==> src/include/spd_pkg.sv <==
// ============================================================================
// speed reference selector constants
// Overview of operation
// in master/auxiliary switching the first analog input is the reference while step bit one is off, the second while it is on.
// with the second analog function at 0 (default) the second analog input is added to the first to form the reference.
// with the analog swap set to 1 the second analog input is master and the first is auxiliary.
// with the reference source at 4 the reference comes from the frequency of the pulse train terminal.
// with the pulse input function at 0 the pulse frequency is scaled so the scaling value in hertz is 100 percent.
// up to 17 speeds exist: 16 stored frequency references plus one jog frequency; here three step bits reach only presets 1 to 8 plus jog.
// an input with function code 3, 4 or 5 acts as step bit one, two or three, and code 6 makes it jog select.
// with jog off preset N is chosen, N being one plus bit one plus twice bit two plus four times bit three.
// while jog select is on the jog frequency is chosen whatever the step bits are.
// speed 1 comes from the first analog input when the source is 1 and from preset one when the source is 0.
// speed 2 comes from the second analog input when its function is 2 and from preset two when it is 1F.
// with the second analog input set as auxiliary, step bit one also does master/auxiliary switching.
// the reference source encodes 0 panel, 1 analog, 2 serial, 3 option card, 4 pulse train.
// the pulse input function encodes 0 frequency reference, 1 PID feedback, 2 PID target.
// contact inputs are synchronised and the selected reference is registered, changing only on a clock edge.
package spd_pkg;
  // ==========================================================================
  // timing
  localparam int CLK_HZ = 20_000_000;
  localparam int GATE_MS = 100;
  localparam int GATE_CYCLES = CLK_HZ / 1000 * GATE_MS;
  localparam logic [16:0] HZ_PER_EDGE = 17'(1000 / GATE_MS);
  localparam logic [16:0] HZ_MAX = 17'h1FFFF;
  localparam logic [5:0] DIV_STEPS = 6'h20;
  // ==========================================================================
  // reference scale: REF_FULL is 100.00 percent
  localparam logic [15:0] REF_FULL = 16'h2710;
  localparam logic [15:0] REF_SAT = 16'hFFFF;
  localparam logic [15:0] SCALE_MIN = 16'h03E8;
  localparam logic [15:0] SCALE_MAX = 16'h7D00;
  // ==========================================================================
  // register map, byte addresses
  localparam int ADDR_W = 8;
  localparam logic [7:0] OFS_CTRL = 8'h00;
  localparam logic [7:0] OFS_SCALE = 8'h04;
  localparam logic [7:0] OFS_INFN = 8'h08;
  localparam logic [7:0] OFS_INFN3 = 8'h0C;
  localparam logic [7:0] OFS_STATUS = 8'h10;
  localparam logic [7:0] OFS_REFOUT = 8'h14;
  localparam logic [7:0] OFS_PULSEHZ = 8'h18;
  localparam logic [7:0] OFS_PRESET = 8'h40;
  localparam int NUM_PRESET = 17;
  localparam logic [4:0] IDX_JOG = 5'h10;
  localparam logic [5:0] PRESET_COUNT = 6'h11;
  // ==========================================================================
  // field layout and reset values
  localparam logic [31:0] CTRL_MASK = 32'h0003_11F7;
  localparam logic [31:0] CTRL_RST = 32'h0000_0001;
  localparam logic [31:0] SCALE_MASK = 32'h0000_FFFF;
  localparam logic [31:0] SCALE_RST = 32'h0000_05A0;
  localparam logic [31:0] INFN_MASK = 32'hFFFF_FFFF;
  localparam logic [31:0] INFN_RST = 32'h0605_0403;
  localparam logic [31:0] INFN3_MASK = 32'h0000_00FF;
  localparam logic [31:0] INFN3_RST = 32'h0000_000F;
  localparam logic [1:0] RESP_OKAY = 2'h0;
  localparam logic [1:0] RESP_SLVERR = 2'h2;
  // ==========================================================================
  // encodings
  localparam logic [2:0] SRC_PANEL = 3'h0;
  localparam logic [2:0] SRC_ANALOG = 3'h1;
  localparam logic [2:0] SRC_SERIAL = 3'h2;
  localparam logic [2:0] SRC_OPTION = 3'h3;
  localparam logic [2:0] SRC_PULSE = 3'h4;
  localparam logic [1:0] PF_FREQ = 2'h0;
  localparam logic [1:0] PF_PID_FB = 2'h1;
  localparam logic [1:0] PF_PID_TGT = 2'h2;
  localparam logic [4:0] A2_ADD = 5'h00;
  localparam logic [4:0] A2_AUX = 5'h02;
  localparam logic [4:0] A2_UNUSED = 5'h1F;
  localparam logic [7:0] FN_STEP1 = 8'h03;
  localparam logic [7:0] FN_JOG = 8'h06;
  localparam int NUM_CONTACT = 5;
  // ==========================================================================
  // carriers
  typedef struct packed {
    logic [13:0] rsvdHi;
    logic [1:0] pulseFunc;
    logic [2:0] rsvdMid;
    logic analogSwap;
    logic [2:0] rsvdLo;
    logic [4:0] secondFunc;
    logic rsvd0;
    logic [2:0] refSource;
  } spd_cfg_t;
  typedef struct packed {
    logic jog;
    logic [2:0] step;
  } spd_sel_t;
  typedef enum logic {DV_IDLE = 1'b0, DV_RUN = 1'b1} spd_dv_t;
endpackage

==> src/rtl/spd_preset_mem.sv <==
`timescale 1ns/1ps
`default_nettype none
// ============================================================================
// preset table: one write port, two registered read ports
module spd_preset_mem
  import spd_pkg::*;
#(
  parameter int DEPTH = NUM_PRESET,
  parameter int WIDTH = 16
) (
  input wire logic mclk,
  input wire logic wrEn,
  input wire logic [4:0] wrAddr,
  input wire logic [1:0] wrByteEn,
  input wire logic [WIDTH-1:0] wrData,
  input wire logic [4:0] selAddr,
  output logic [WIDTH-1:0] selData,
  input wire logic [4:0] busAddr,
  output logic [WIDTH-1:0] busData
);
  logic [WIDTH-1:0] mem [DEPTH];
  // ==========================================================================
  // storage, byte lanes written separately
  always_ff @(posedge mclk) begin
    if (wrEn && wrByteEn[0]) begin
      mem[wrAddr][7:0] <= wrData[7:0];
    end
    if (wrEn && wrByteEn[1]) begin
      mem[wrAddr][WIDTH-1:8] <= wrData[WIDTH-1:8];
    end
    selData <= mem[selAddr];
    busData <= mem[busAddr];
  end
endmodule
`default_nettype wire

==> src/rtl/spd_ref_select.sv <==
// Our own choices: the AXI4-Lite register port and the address map.
`timescale 1ns/1ps
`default_nettype none
// ============================================================================
// speed reference selector with AXI4-Lite register slave
module spd_ref_select
  import spd_pkg::*;
#(
  parameter int GATE_CYCLES_P = GATE_CYCLES
) (
  input wire logic mclk,
  input wire logic rst_n,
  input wire logic [ADDR_W-1:0] s_axi_awaddr,
  input wire logic s_axi_awvalid,
  output logic s_axi_awready,
  input wire logic [31:0] s_axi_wdata,
  input wire logic [3:0] s_axi_wstrb,
  input wire logic s_axi_wvalid,
  output logic s_axi_wready,
  output logic [1:0] s_axi_bresp,
  output logic s_axi_bvalid,
  input wire logic s_axi_bready,
  input wire logic [ADDR_W-1:0] s_axi_araddr,
  input wire logic s_axi_arvalid,
  output logic s_axi_arready,
  output logic [31:0] s_axi_rdata,
  output logic [1:0] s_axi_rresp,
  output logic s_axi_rvalid,
  input wire logic s_axi_rready,
  input wire logic [15:0] firstAnalogInput,
  input wire logic [15:0] secondAnalogInput,
  input wire logic [15:0] serialRef,
  input wire logic [15:0] optionRef,
  input wire logic pulseTrainTerminal,
  input wire logic stepSelectContact,
  input wire logic stepBitOneContact,
  input wire logic stepBitTwoContact,
  input wire logic stepBitThreeContact,
  input wire logic jogSelectContact,
  output logic [15:0] freqRef,
  output logic [4:0] speedIndex,
  output logic pulseRefValid
);
  // ==========================================================================
  // register state
  logic [31:0] ctrl_r, ctrl_nxt, scale_r, scale_nxt, infn_r, infn_nxt, infn3_r, infn3_nxt;
  logic awHeld_r, awHeld_nxt, wHeld_r, wHeld_nxt, bvalid_r, bvalid_nxt;
  logic [ADDR_W-1:0] awAddr_r, awAddr_nxt, arAddr_r, arAddr_nxt;
  logic [31:0] wData_r, wData_nxt, rdata_r, rdata_nxt;
  logic [3:0] wStrb_r, wStrb_nxt;
  logic [1:0] bresp_r, bresp_nxt, rresp_r, rresp_nxt;
  logic rPend_r, rPend_nxt, rvalid_r, rvalid_nxt;
  logic awTaken, wTaken, doWrite, wInPreset, rInPreset;
  logic [ADDR_W-1:0] wAddr, wOff, rOff, arOff;
  logic [31:0] wData;
  logic [3:0] wStrb;
  logic [15:0] memSelData, memBusData;
  logic [4:0] memSelAddr;
  spd_cfg_t cfg;
  logic [15:0] scaleEff;

  assign cfg = spd_cfg_t'(ctrl_r);
  assign awTaken = s_axi_awvalid && s_axi_awready;
  assign wTaken = s_axi_wvalid && s_axi_wready;
  assign s_axi_awready = !awHeld_r && !bvalid_r;
  assign s_axi_wready = !wHeld_r && !bvalid_r;
  assign s_axi_arready = !rPend_r && !rvalid_r;
  assign s_axi_bvalid = bvalid_r;
  assign s_axi_bresp = bresp_r;
  assign s_axi_rvalid = rvalid_r;
  assign s_axi_rdata = rdata_r;
  assign s_axi_rresp = rresp_r;
  // write path picks the held or the just-offered beat
  assign wAddr = awHeld_r ? awAddr_r : s_axi_awaddr;
  assign wData = wHeld_r ? wData_r : s_axi_wdata;
  assign wStrb = wHeld_r ? wStrb_r : s_axi_wstrb;
  assign doWrite = (awHeld_r || awTaken) && (wHeld_r || wTaken) && !bvalid_r;
  assign wOff = wAddr - OFS_PRESET;
  assign arOff = s_axi_araddr - OFS_PRESET;
  assign rOff = arAddr_r - OFS_PRESET;
  assign wInPreset = (wAddr >= OFS_PRESET) && ({2'h0, wOff[7:2]} < {2'h0, PRESET_COUNT}) && (wOff[1:0] == 2'h0);
  assign rInPreset = (arAddr_r >= OFS_PRESET) && ({2'h0, rOff[7:2]} < {2'h0, PRESET_COUNT}) && (rOff[1:0] == 2'h0);

  function automatic logic [31:0] merge(input logic [31:0] old, input logic [31:0] val,
                                        input logic [3:0] strb, input logic [31:0] mask);
    logic [31:0] res;
    res = old;
    for (int i = 0; i < 4; i++) begin
      if (strb[i]) begin
        res[i*8 +: 8] = val[i*8 +: 8];
      end
    end
    return res & mask;
  endfunction

  // ==========================================================================
  // write channel and configuration registers
  always_comb begin
    ctrl_nxt = ctrl_r;
    scale_nxt = scale_r;
    infn_nxt = infn_r;
    infn3_nxt = infn3_r;
    awHeld_nxt = (awHeld_r || awTaken) && !doWrite;
    wHeld_nxt = (wHeld_r || wTaken) && !doWrite;
    awAddr_nxt = awTaken ? s_axi_awaddr : awAddr_r;
    wData_nxt = wTaken ? s_axi_wdata : wData_r;
    wStrb_nxt = wTaken ? s_axi_wstrb : wStrb_r;
    bvalid_nxt = bvalid_r && !s_axi_bready;
    bresp_nxt = bresp_r;
    if (doWrite) begin
      bvalid_nxt = 1'b1;
      bresp_nxt = RESP_OKAY;
      unique case (wAddr)
        OFS_CTRL: ctrl_nxt = merge(ctrl_r, wData, wStrb, CTRL_MASK);
        OFS_SCALE: scale_nxt = merge(scale_r, wData, wStrb, SCALE_MASK);
        OFS_INFN: infn_nxt = merge(infn_r, wData, wStrb, INFN_MASK);
        OFS_INFN3: infn3_nxt = merge(infn3_r, wData, wStrb, INFN3_MASK);
        OFS_STATUS, OFS_REFOUT, OFS_PULSEHZ: bresp_nxt = RESP_OKAY; // read only, write ignored
        default: bresp_nxt = wInPreset ? RESP_OKAY : RESP_SLVERR;
      endcase
    end
  end

  always_ff @(posedge mclk) begin
    if (!rst_n) begin
      ctrl_r <= CTRL_RST;
      scale_r <= SCALE_RST;
      infn_r <= INFN_RST;
      infn3_r <= INFN3_RST;
      awHeld_r <= 1'b0;
      wHeld_r <= 1'b0;
      awAddr_r <= '0;
      wData_r <= '0;
      wStrb_r <= '0;
      bvalid_r <= 1'b0;
      bresp_r <= RESP_OKAY;
    end else begin
      ctrl_r <= ctrl_nxt;
      scale_r <= scale_nxt;
      infn_r <= infn_nxt;
      infn3_r <= infn3_nxt;
      awHeld_r <= awHeld_nxt;
      wHeld_r <= wHeld_nxt;
      awAddr_r <= awAddr_nxt;
      wData_r <= wData_nxt;
      wStrb_r <= wStrb_nxt;
      bvalid_r <= bvalid_nxt;
      bresp_r <= bresp_nxt;
    end
  end

  // ==========================================================================
  // preset and jog table, 16 stored references plus jog
  spd_preset_mem #(.DEPTH(NUM_PRESET), .WIDTH(16)) presetMem (
    .mclk(mclk),
    .wrEn(doWrite && wInPreset),
    .wrAddr(wOff[6:2]),
    .wrByteEn(wStrb[1:0]),
    .wrData(wData[15:0]),
    .selAddr(memSelAddr),
    .selData(memSelData),
    .busAddr(arOff[6:2]),
    .busData(memBusData)
  );

  // ==========================================================================
  // contact synchronisers and role decode
  logic [NUM_CONTACT-1:0] contactRaw, syncA_r, syncB_r;
  logic [NUM_CONTACT-1:0] hitStep1, hitStep2, hitStep3, hitJog;
  logic [7:0] fnCode [NUM_CONTACT];
  spd_sel_t sel;

  assign contactRaw = {jogSelectContact, stepBitThreeContact, stepBitTwoContact, stepBitOneContact, stepSelectContact};
  assign fnCode[0] = infn3_r[7:0];

  genvar gk;
  generate
    for (gk = 0; gk < NUM_CONTACT; gk++) begin : gRole
      if (gk > 0) begin : gFn
        assign fnCode[gk] = infn_r[(gk-1)*8 +: 8];
      end
      assign hitStep1[gk] = syncB_r[gk] && (fnCode[gk] == FN_STEP1);
      assign hitStep2[gk] = syncB_r[gk] && (fnCode[gk] == FN_STEP1 + 8'h01);
      assign hitStep3[gk] = syncB_r[gk] && (fnCode[gk] == FN_STEP1 + 8'h02);
      assign hitJog[gk] = syncB_r[gk] && (fnCode[gk] == FN_JOG);
    end
  endgenerate

  assign sel.step = {|hitStep3, |hitStep2, |hitStep1};
  assign sel.jog = |hitJog;
  // jog wins over the step bits; otherwise preset index is the binary step code
  assign memSelAddr = sel.jog ? IDX_JOG : {2'h0, sel.step}; // see

  always_ff @(posedge mclk) begin
    if (!rst_n) begin
      syncA_r <= '0;
      syncB_r <= '0;
    end else begin
      syncA_r <= contactRaw;
      syncB_r <= syncA_r;
    end
  end

  // ==========================================================================
  // pulse train frequency measurement and scaling
  logic pulseA_r, pulseB_r, pulseC_r;
  logic [31:0] gateCnt_r, gateCnt_nxt;
  logic [16:0] edgeHz_r, edgeHz_nxt, pulseHz_r, pulseHz_nxt;
  logic gateTick;
  spd_dv_t dvState_r, dvState_nxt;
  logic [31:0] quo_r, quo_nxt;
  logic [16:0] rem_r, rem_nxt, remSh;
  logic [5:0] dvCnt_r, dvCnt_nxt;
  logic [15:0] pulseRef_r, pulseRef_nxt;
  logic pulseValid_r, pulseValid_nxt;

  assign gateTick = (gateCnt_r == 32'(GATE_CYCLES_P - 1));
  // scaling kept inside its documented range so the divisor is never zero
  assign scaleEff = (scale_r[15:0] < SCALE_MIN) ? SCALE_MIN : (scale_r[15:0] > SCALE_MAX) ? SCALE_MAX : scale_r[15:0];
  assign remSh = {rem_r[15:0], quo_r[31]};

  always_comb begin
    gateCnt_nxt = gateTick ? '0 : gateCnt_r + 32'h1;
    edgeHz_nxt = edgeHz_r;
    if (pulseB_r && !pulseC_r) begin
      edgeHz_nxt = (edgeHz_r > HZ_MAX - HZ_PER_EDGE) ? HZ_MAX : edgeHz_r + HZ_PER_EDGE;
    end
    pulseHz_nxt = pulseHz_r;
    dvState_nxt = dvState_r;
    quo_nxt = quo_r;
    rem_nxt = rem_r;
    dvCnt_nxt = dvCnt_r;
    pulseRef_nxt = pulseRef_r;
    pulseValid_nxt = pulseValid_r;
    if (gateTick) begin
      edgeHz_nxt = '0;
      pulseHz_nxt = edgeHz_r;
    end
    unique case (dvState_r)
      DV_IDLE: begin
        if (gateTick) begin
          dvState_nxt = DV_RUN;
          quo_nxt = 32'(edgeHz_r) * 32'(REF_FULL);
          rem_nxt = '0;
          dvCnt_nxt = '0;
        end
      end
      DV_RUN: begin
        rem_nxt = (remSh >= {1'b0, scaleEff}) ? remSh - {1'b0, scaleEff} : remSh;
        quo_nxt = {quo_r[30:0], remSh >= {1'b0, scaleEff}};
        dvCnt_nxt = dvCnt_r + 6'h01;
        if (dvCnt_r == DIV_STEPS - 6'h01) begin
          dvState_nxt = DV_IDLE;
          pulseRef_nxt = (quo_nxt[31:16] != 16'h0) ? REF_SAT : quo_nxt[15:0];
          pulseValid_nxt = 1'b1;
        end
      end
    endcase
  end

  always_ff @(posedge mclk) begin
    if (!rst_n) begin
      pulseA_r <= 1'b0;
      pulseB_r <= 1'b0;
      pulseC_r <= 1'b0;
      gateCnt_r <= '0;
      edgeHz_r <= '0;
      pulseHz_r <= '0;
      dvState_r <= DV_IDLE;
      quo_r <= '0;
      rem_r <= '0;
      dvCnt_r <= '0;
      pulseRef_r <= '0;
      pulseValid_r <= 1'b0;
    end else begin
      pulseA_r <= pulseTrainTerminal;
      pulseB_r <= pulseA_r;
      pulseC_r <= pulseB_r;
      gateCnt_r <= gateCnt_nxt;
      edgeHz_r <= edgeHz_nxt;
      pulseHz_r <= pulseHz_nxt;
      dvState_r <= dvState_nxt;
      quo_r <= quo_nxt;
      rem_r <= rem_nxt;
      dvCnt_r <= dvCnt_nxt;
      pulseRef_r <= pulseRef_nxt;
      pulseValid_r <= pulseValid_nxt;
    end
  end

  // ==========================================================================
  // reference selection, registered output
  logic [4:0] selIdx_r, idxOut_r;
  logic [15:0] ref_r, ref_nxt, masterRef, auxRef;
  logic [16:0] analogSum;

  assign analogSum = {1'b0, firstAnalogInput} + {1'b0, secondAnalogInput};
  always_comb begin
    masterRef = cfg.analogSwap ? secondAnalogInput : firstAnalogInput;
    auxRef = cfg.analogSwap ? firstAnalogInput : secondAnalogInput;
    if (cfg.secondFunc == A2_ADD) begin
      masterRef = analogSum[16] ? REF_SAT : analogSum[15:0];
    end
    ref_nxt = memSelData;
    if (selIdx_r == 5'h00) begin
      unique case (cfg.refSource)
        SRC_ANALOG: ref_nxt = masterRef; // see
        SRC_SERIAL: ref_nxt = serialRef;
        SRC_OPTION: ref_nxt = optionRef;
        SRC_PULSE: ref_nxt = (cfg.pulseFunc == PF_FREQ) ? pulseRef_r : memSelData; // see
        default: ref_nxt = memSelData;
      endcase
    end else if (selIdx_r == 5'h01 && cfg.secondFunc == A2_AUX) begin
      ref_nxt = auxRef; // see see
    end
  end

  always_ff @(posedge mclk) begin
    if (!rst_n) begin
      selIdx_r <= '0;
      idxOut_r <= 5'h01;
      ref_r <= '0;
    end else begin
      selIdx_r <= memSelAddr;
      idxOut_r <= selIdx_r + 5'h01;
      ref_r <= ref_nxt;
    end
  end

  assign freqRef = ref_r;
  assign speedIndex = idxOut_r;
  assign pulseRefValid = pulseValid_r;

  // ==========================================================================
  // read channel
  always_comb begin
    rPend_nxt = 1'b0;
    arAddr_nxt = arAddr_r;
    rvalid_nxt = rvalid_r && !s_axi_rready;
    rdata_nxt = rdata_r;
    rresp_nxt = rresp_r;
    if (s_axi_arvalid && s_axi_arready) begin
      rPend_nxt = 1'b1;
      arAddr_nxt = s_axi_araddr;
    end
    if (rPend_r) begin
      rvalid_nxt = 1'b1;
      rresp_nxt = RESP_OKAY;
      unique case (arAddr_r)
        OFS_CTRL: rdata_nxt = ctrl_r;
        OFS_SCALE: rdata_nxt = scale_r;
        OFS_INFN: rdata_nxt = infn_r;
        OFS_INFN3: rdata_nxt = infn3_r;
        OFS_STATUS: rdata_nxt = {11'h0, syncB_r, 7'h0, pulseValid_r, 3'h0, idxOut_r};
        OFS_REFOUT: rdata_nxt = {16'h0, ref_r};
        OFS_PULSEHZ: rdata_nxt = {15'h0, pulseHz_r};
        default: begin
          rdata_nxt = rInPreset ? {16'h0, memBusData} : 32'h0;
          rresp_nxt = rInPreset ? RESP_OKAY : RESP_SLVERR;
        end
      endcase
    end
  end

  always_ff @(posedge mclk) begin
    if (!rst_n) begin
      rPend_r <= 1'b0;
      arAddr_r <= '0;
      rvalid_r <= 1'b0;
      rdata_r <= '0;
      rresp_r <= RESP_OKAY;
    end else begin
      rPend_r <= rPend_nxt;
      arAddr_r <= arAddr_nxt;
      rvalid_r <= rvalid_nxt;
      rdata_r <= rdata_nxt;
      rresp_r <= rresp_nxt;
    end
  end
endmodule
`default_nettype wire

==> config.mk <==
export PLATFORM = sky130hd
export DESIGN_NAME = spd_ref_select
export DESIGN_NICKNAME = d
export VERILOG_FILES = /design/src/include/spd_pkg.sv /design/src/rtl/spd_preset_mem.sv /design/src/rtl/spd_ref_select.sv
export SDC_FILE = /design/constraint.sdc
export NUM_CORES = 1
export LEC_CHECK = 0
export BUFFER_PORTS_ARGS = -buffer_cell sky130_fd_sc_hd__buf_2
export CORE_MARGIN = 4
export CORE_UTILIZATION = 48
export DETAILED_ROUTE_END_ITERATION = 16
export MAX_ROUTING_LAYER = met4
export PLACE_DENSITY_LB_ADDON = 0.12
export SYNTH_ARGS = -nofsm -noshare
export SYNTH_HDL_FRONTEND = slang
export SYNTH_SLANG_ARGS = --single-unit
==> constraint.sdc <==
create_clock -name mclk -period 7.4 [get_ports mclk]
set_clock_uncertainty 0.05 [all_clocks]
set_input_delay 1.11 -clock mclk [delete_from_list [all_inputs] [get_ports mclk]]
set_output_delay 1.11 -clock mclk [all_outputs]
set_load 0.05 [all_outputs]
Yosys cells after proc, flatten, opt, wreduce, memory -nomap -nowiden
Memories as Yosys holds them, arrays and structs flattened. A register that Yosys moved wholly into a read port is not among the register bits.
Cells that the tools add are included.

cells by class
  add/sub/neg operators = 9
  $mul = 1
  $lt $le $gt $ge = 8
  equal/unequal tests = 41
  multiplexer cells = 39
  bitwise logic cells = 2
  reductions and logical operators = 78

operators by type and width
  operator                                                                              count
  32-bit case mux with 7 select lines                                                   1
  16-bit 2-to-1 mux                                                                     13
  8-bit by 3-bit == test with 1-bit output (second input constant)                      17
  32-bit 2-to-1 mux                                                                     2
  16-bit case mux with 4 select lines                                                   1
  32-bit case mux with 2 select lines                                                   1
  8-bit by 5-bit == test with 1-bit output (second input constant)                      6
  1-bit logical AND                                                                     41
  8-bit by 2-bit == test with 1-bit output (second input constant)                      5
  32-bit by 1-bit adder with 32-bit output (second input constant)                      1
  32-bit by 21-bit == test with 1-bit output (second input constant)                    1
  8-bit by 4-bit == test with 1-bit output (second input constant)                      4
  16-bit case mux with 2 select lines                                                   1
  3-bit AND reduction                                                                   10
  17-bit by 10-bit multiplier with 27-bit output (second input constant)                1
  5-bit OR reduction                                                                    4
  16-bit by 16-bit adder with 17-bit output                                             1
  17-bit by 4-bit adder with 17-bit output (second input constant)                      1
  17-bit by 16-bit greater-or-equal comparator with 1-bit output                        1
  17-bit > comparator (second input constant)                                           1
  17-bit 2-to-1 mux                                                                     1
  8-bit by 7-bit greater-or-equal comparator with 1-bit output (second input constant)  2
  16-bit by 15-bit > comparator with 1-bit output (second input constant)               1
  8-bit logical NOT                                                                     2
  other kinds (31)                                                                      59

word-level totals
  register bits = 337
  RAM bits = 272
  input bits = 129
  output and inout bits = 63
  word-level logic and storage cells = 218
  memories kept = 1

memory list
  name           depth  bits a word  read ports  clocked after memory_dff  write ports  line                  RTL
  presetMem.mem  17     16           2           2                         1            spd_preset_mem.sv:21  logic [WIDTH-1:0] mem [DEPTH];

Logic depth before layout (Yosys ltp)
  depth in word-level cells = 10
  gate-level depth with buffers = 20
  gate-level depth less buffers = 20

By module
A second synthesis with hierarchy kept.

second synthesis, totals
  cells, all modules = 3069
  area, all modules = 33244.4 sq um

modules (own cells, without submodules)
  module          times used  cells each  area an instance (sq um)  sequential area each (sq um)
  spd_ref_select  1           2396        19650.1                   6686.4
  spd_preset_mem  1           673         13594.3                   8808.4

Worst setup path after synthesis
OpenSTA, ideal clock, no wires.

  path kind = reg2reg
  from = reg edgeHz_r[4]
  to = reg quo_r[24]
  library setup time = 0.101 ns
  arrival time = 4.653 ns
  data required time = 7.249 ns
  slack = 2.596 ns
  stages on the path, launching flop included = 21
  buffers on the path = 0
  clock period less this slack = 4.804 ns
  cell sequence = dfxtp_1 -> inv_1 -> fa_1 -> inv_1 -> ha_1 -> inv_1 -> fa_1 -> inv_1 -> ha_1 -> inv_1 -> fa_1 -> inv_1 -> ha_1 -> o21ai_0 -> nor3_1 -> a211oi_1 -> a21oi_1 -> a21o_1 -> a21oi_1 -> xor2_1 -> o41ai_1

between the ends
  cells in the longest elaborated chain, start to end = 3

ends and longest elaborated chain
  element                                         line                   RTL
  from (decl)                                     spd_ref_select.sv:208  logic [16:0] edgeHz_r, edgeHz_nxt, pulseHz_r, pulseHz_nxt;
  from (signal assigned)                          spd_ref_select.sv:280  edgeHz_r <= edgeHz_nxt;
  17-bit by 10-bit multiplier with 27-bit output  spd_ref_select.sv:243  quo_nxt = 32'(edgeHz_r) * 32'(REF_FULL);
  32-bit 2-to-1 mux                               spd_ref_select.sv:241  if (gateTick) begin
  32-bit case mux with 2 select lines             spd_ref_select.sv:239  unique case (dvState_r)
  to (signal assigned)                            spd_ref_select.sv:283  quo_r <= quo_nxt;
  to (decl)                                       spd_ref_select.sv:211  logic [31:0] quo_r, quo_nxt;

No other way between the ends. The select of a mux whose other input is x is not followed.
A chain may end at the register's enable or synchronous reset.

Final worst setup path
  from = reg edgeHz_r[4]
  to = reg quo_r[30]

Same word-level chain as after synthesis.

==> flow_results.org <==
** Route
- DR DRC count :: 0
- The first routing iteration left 2,403 violations.
- The first detailed-routing pass ran for 6 iterations.
- The routed layout has 24,771 vias.
- In the final routed layout, each cell accounts on average for 23.3 µm.
- After detailed routing, the total wire length is 96.1 mm.
- In this run the remaining antenna-violating nets after routing total 0.
- Using the TritonRoute via totals, the vias-per-cell ratio works out to 6.00.

** Synth
- Synthesis inferred 638 register bits.
- Number of warning messages in the yosys log :: 0
- Proportion of synthesized chip area in sequential cells :: 48.1%
- In the post-synthesis netlist, the biggest area contributors are edfxtp_1, dfxtp_1, mux4_2.
- Synth Area per Inst :: 10.4 µm²
- In this run, synthesis inferred 272 flip-flops with an integrated enable.
- Number of instances in the synthesized netlist :: 3,084
- Post-synth design cell area :: 32,200 µm²
- Summed over its instances, the top area cell type makes up 25.3% of the synthesized netlist area.
- The biggest area contributor in the post-synthesis netlist is edfxtp_1.
- Counting flops with an async set or reset pin after synthesis yields a share of 0%.
- Prevailing post-synth register cell :: dfxtp_1
- Distinct cell type count after synthesis :: 72

** Worst setup path
- Along the worst path, the maximum fanout reaches 8.
- Counting cells, the worst reg-to-reg path comes to 20.
- The worst register-to-register path begins at edgeHz_r[4].
- Data arrival, critical path :: 6.02 ns
- For the worst setup path, the data required time is 7.89 ns.
- Critical Path Source Type :: flip-flop
- The endpoint identified for the worst register-to-register timing path is quo_r[30].
- Critical path class :: flip-flop to flip-flop
- The worst setup path is captured at a flip-flop.
- Setup slack of the most critical reg-to-reg path :: 1.86 ns

** STA
- At the pin with the least slew margin, the transition time is 1.31 ns.
- Clock period minus worst slack :: 5.54 ns
- Adding up every negative setup slack in the final design gives 0 ns.
- Measured against its own limit, the worst slew margin works out to 12.2%.
- Of the available clock period, the critical path in the final layout requires 74.8%.
- Final number of setup-violating endpoints :: 0
- The number of failing hold endpoints at the final stage came to 0.
- Unrepaired setup endpoints after global routing :: false
- Max-slew violations :: 0
- Hold is met by 0.389 ns.
- Derived from the worst setup path, the maximum achievable clock frequency is 181 MHz.

** Clocking
- Number of buffers on the longest clock path :: 3
- Buffer type at the clock tree root :: clkbuf_16
- Hold buffers post-CTS :: 0
- Counting the buffers created by CTS gives 70.
- After clock tree synthesis, the clock-pin slew on the worst setup and hold paths is 0.06 ns.
- Number of buffers added for setup after CTS :: 0
- Latest clock arrival within the worst-skew pair :: 0.61 ns
- After clock tree synthesis, the repair step resized 0 gates.
- The clock net in this run drives a total of 638 sinks.
- CTS tree :: done
- Total number of H-tree levels :: 3

** Placement
- Summed over all nets, the half-perimeter wirelength after detailed placement is 67.7 mm.
- GPL Wtd Cong :: 0.936
- Cell Count Post-Placement :: 4,001
- Number of input and output port buffers inserted :: 189

** Power and ir drop
- Final total power :: 8.14 mW
- Leak :: 14.2 nW
- For this design the ratio of total power to cell area is 224 nW/µm².
- Across the VDD grid, the largest voltage drop is 0.239 mV.

** Worst hold path
- The path with the worst hold slack has its endpoint at syncB_r[3].
- Counting instances, the worst hold path has a depth of 1.
- The startpoint identified for the worst hold timing path is syncA_r[3].
- Class of the tightest hold or removal check :: flip-flop to flip-flop

** Finish
- Leaving out fill and tap cells, the most frequent cells in the layout are dfxtp_1, nand2_1, nor2_1, edfxtp_1, a21oi_1.
- Relative to the synthesized area, the layout overhead comes to 12.6%.
- After filler insertion, the fill cell instance count of the layout stands at 5,762.
- Leaving out fill and tap cells, the most frequent cell in the layout is dfxtp_1.
- Total Nets Final :: 3,512
- Excluding fillers, the count of instances in the completed layout stands at 4,131.
- The post-route netlist has 15.9% of its cells at a drive strength greater than 1.
- The repair_antennas step left the layout with diodes totalling 0.

** Global route
- Number of global-route vias before repair :: 23,943
- Entering global routing, the biggest net connects 103 pins.
- Global routing finished with a remaining overflow of 0.
- In this run the most used layer during global routing was met2.
- For this run, global-route usage on met3 was measured as 4.07%.
- The initial antenna violation count is 2.
- Global routing used 41.6% of the available met2 tracks.
- Global routing used 27.2% of the available tracks.
- The first global-routing pass estimated 144 mm of wire.
- Met1 GRT Util :: 37.9%

** Die
- Core Footprint :: 66,100 µm²
- Starting density of the core :: 48.8%
- In this run the vertical extent of the chip is 267 µm.
- 192 I/O pins were placed.
- Die width :: 267 µm
- Row cnt :: 94
- Total die area :: 71,300 µm²

** Run
- Max-cap violations in this run came to 0.

** Status
- The run finished with clean final reports.
[per-layer routing]
layer | share of wire (%) | vias up
met2 | 46 | 961
met3 | 7.2 | 178
li1 | - | 11437
met4 | 3.0 | 0
met5 | 0 | -
met1 | 44 | 12195
[cell usage after synthesis (6+ instances only)]
library cell  number
a211oi_1          54
a21o_1            16
a21oi_1          245
a221oi_1          18
a22oi_1           33
a311oi_1          24
a31o_1            16
a31oi_1           33
and2_1            27
and3_1            18
buf_1             26
buf_2              8
clkbuf_1         135
dfxtp_1          366
edfxtp_1         272
fa_1              40
ha_1             133
inv_1            165
mux2_2            57
mux2i_1          144
mux4_2            80
nand2_1          323
nand2b_1          28
nand3_1           55
nand3b_1           7
nand4_1           18
nand4b_1           6
nor2_1           287
nor2b_1           33
nor3_1            72
nor4_1            20
o21a_1             8
o21ai_0           76
o21ai_1            9
o21bai_1           9
o221a_2           16
o221ai_1          33
or2_2              6
or3_1             14
xnor2_1           43
xor2_1            33
[through the flow]
stage	setup slack (ns)	cell area [µm²]	utilization [%]
6_report	1.86	36300	54.9
5_1_grt	1.41	36300	54.9
4_1_cts	1.93	36300	54.9
3_5_place_dp	1.94	33900	51.3
3_3_place_gp	2.05	33900	51.3
2_1_floorplan	2.60	32200	-
[registers in the layout, summed over array words and instances (netlist names), 8 cells and up]
signal             count
awAddr_r               8
rem_r                 16
scale_r               16
s_axi_rdata           32
gateCnt_r             32
cfg                   11
presetMem.busData     16
pulseHz_r             17
pulseRef_r            16
infn3_r                8
arAddr_r               8
infn_r                32
freqRef               16
quo_r                 32
presetMem.mem        272
wData_r               32
presetMem.selData     16
edgeHz_r              17
[how the worst max path moves through the flow]
stage | start | endpoint | cells past startpoint
after CTS | edgeHz_r[4] | quo_r[30] | 20
after detailed placement | edgeHz_r[4] | quo_r[30] | 20
after global routing | edgeHz_r[4] | quo_r[30] | 20
final | edgeHz_r[4] | quo_r[30] | 20
after floorplan | edgeHz_r[4] | quo_r[24] | 20
after global placement | edgeHz_r[4] | quo_r[30] | 20
[cell families after synthesis]
family          count (synthesis)  synth area share, %
simple gates                  935                 13.1
flops                         638                 48.1
compound gates                636                 12.8
xor+xnor                       76                 2.07
fa+ha+maj                     173                 7.65
other cells                     2               0.0233
mux                           281                 12.1
buf+inv                       343                 4.15
[final cells by class]
class / count / area (µm²) / area share (%)
clock buffers: 101 / 2010 / 5.54
clock inverters: 28 / 335 / 0.924
inverters: 167 / 632 / 1.74
multi-input cells: 2104 / 15500 / 42.6
flip-flops and latches: 638 / 15500 / 42.7
well taps: 864 / 1080 / 2.98
repair buffers: 229 / 1250 / 3.46
[worst max-delay path, stage by stage, from the launching register on]
cell and delay, ns:
dfxtp_1 0.50, inv_1 0.17, fa_1 0.55, inv_1 0.04, ha_1 0.26, inv_1 0.05
fa_1 0.53, inv_1 0.05, ha_1 0.26, inv_1 0.05, fa_1 0.49, inv_1 0.04
ha_1 0.25, nor3_1 0.21, o21ai_0 0.19, a211oi_1 0.68, a211oi_1 0.22, nor2_1 0.24
nand2_1 0.13, a311oi_1 0.25, a21boi_1 0.22
[where the power goes]
group          internal, mW  switching (mW)
clock network          2.08            1.46
registers              3.76          0.0713
logic                 0.256           0.518
Power figures use the tool's default switching activity.
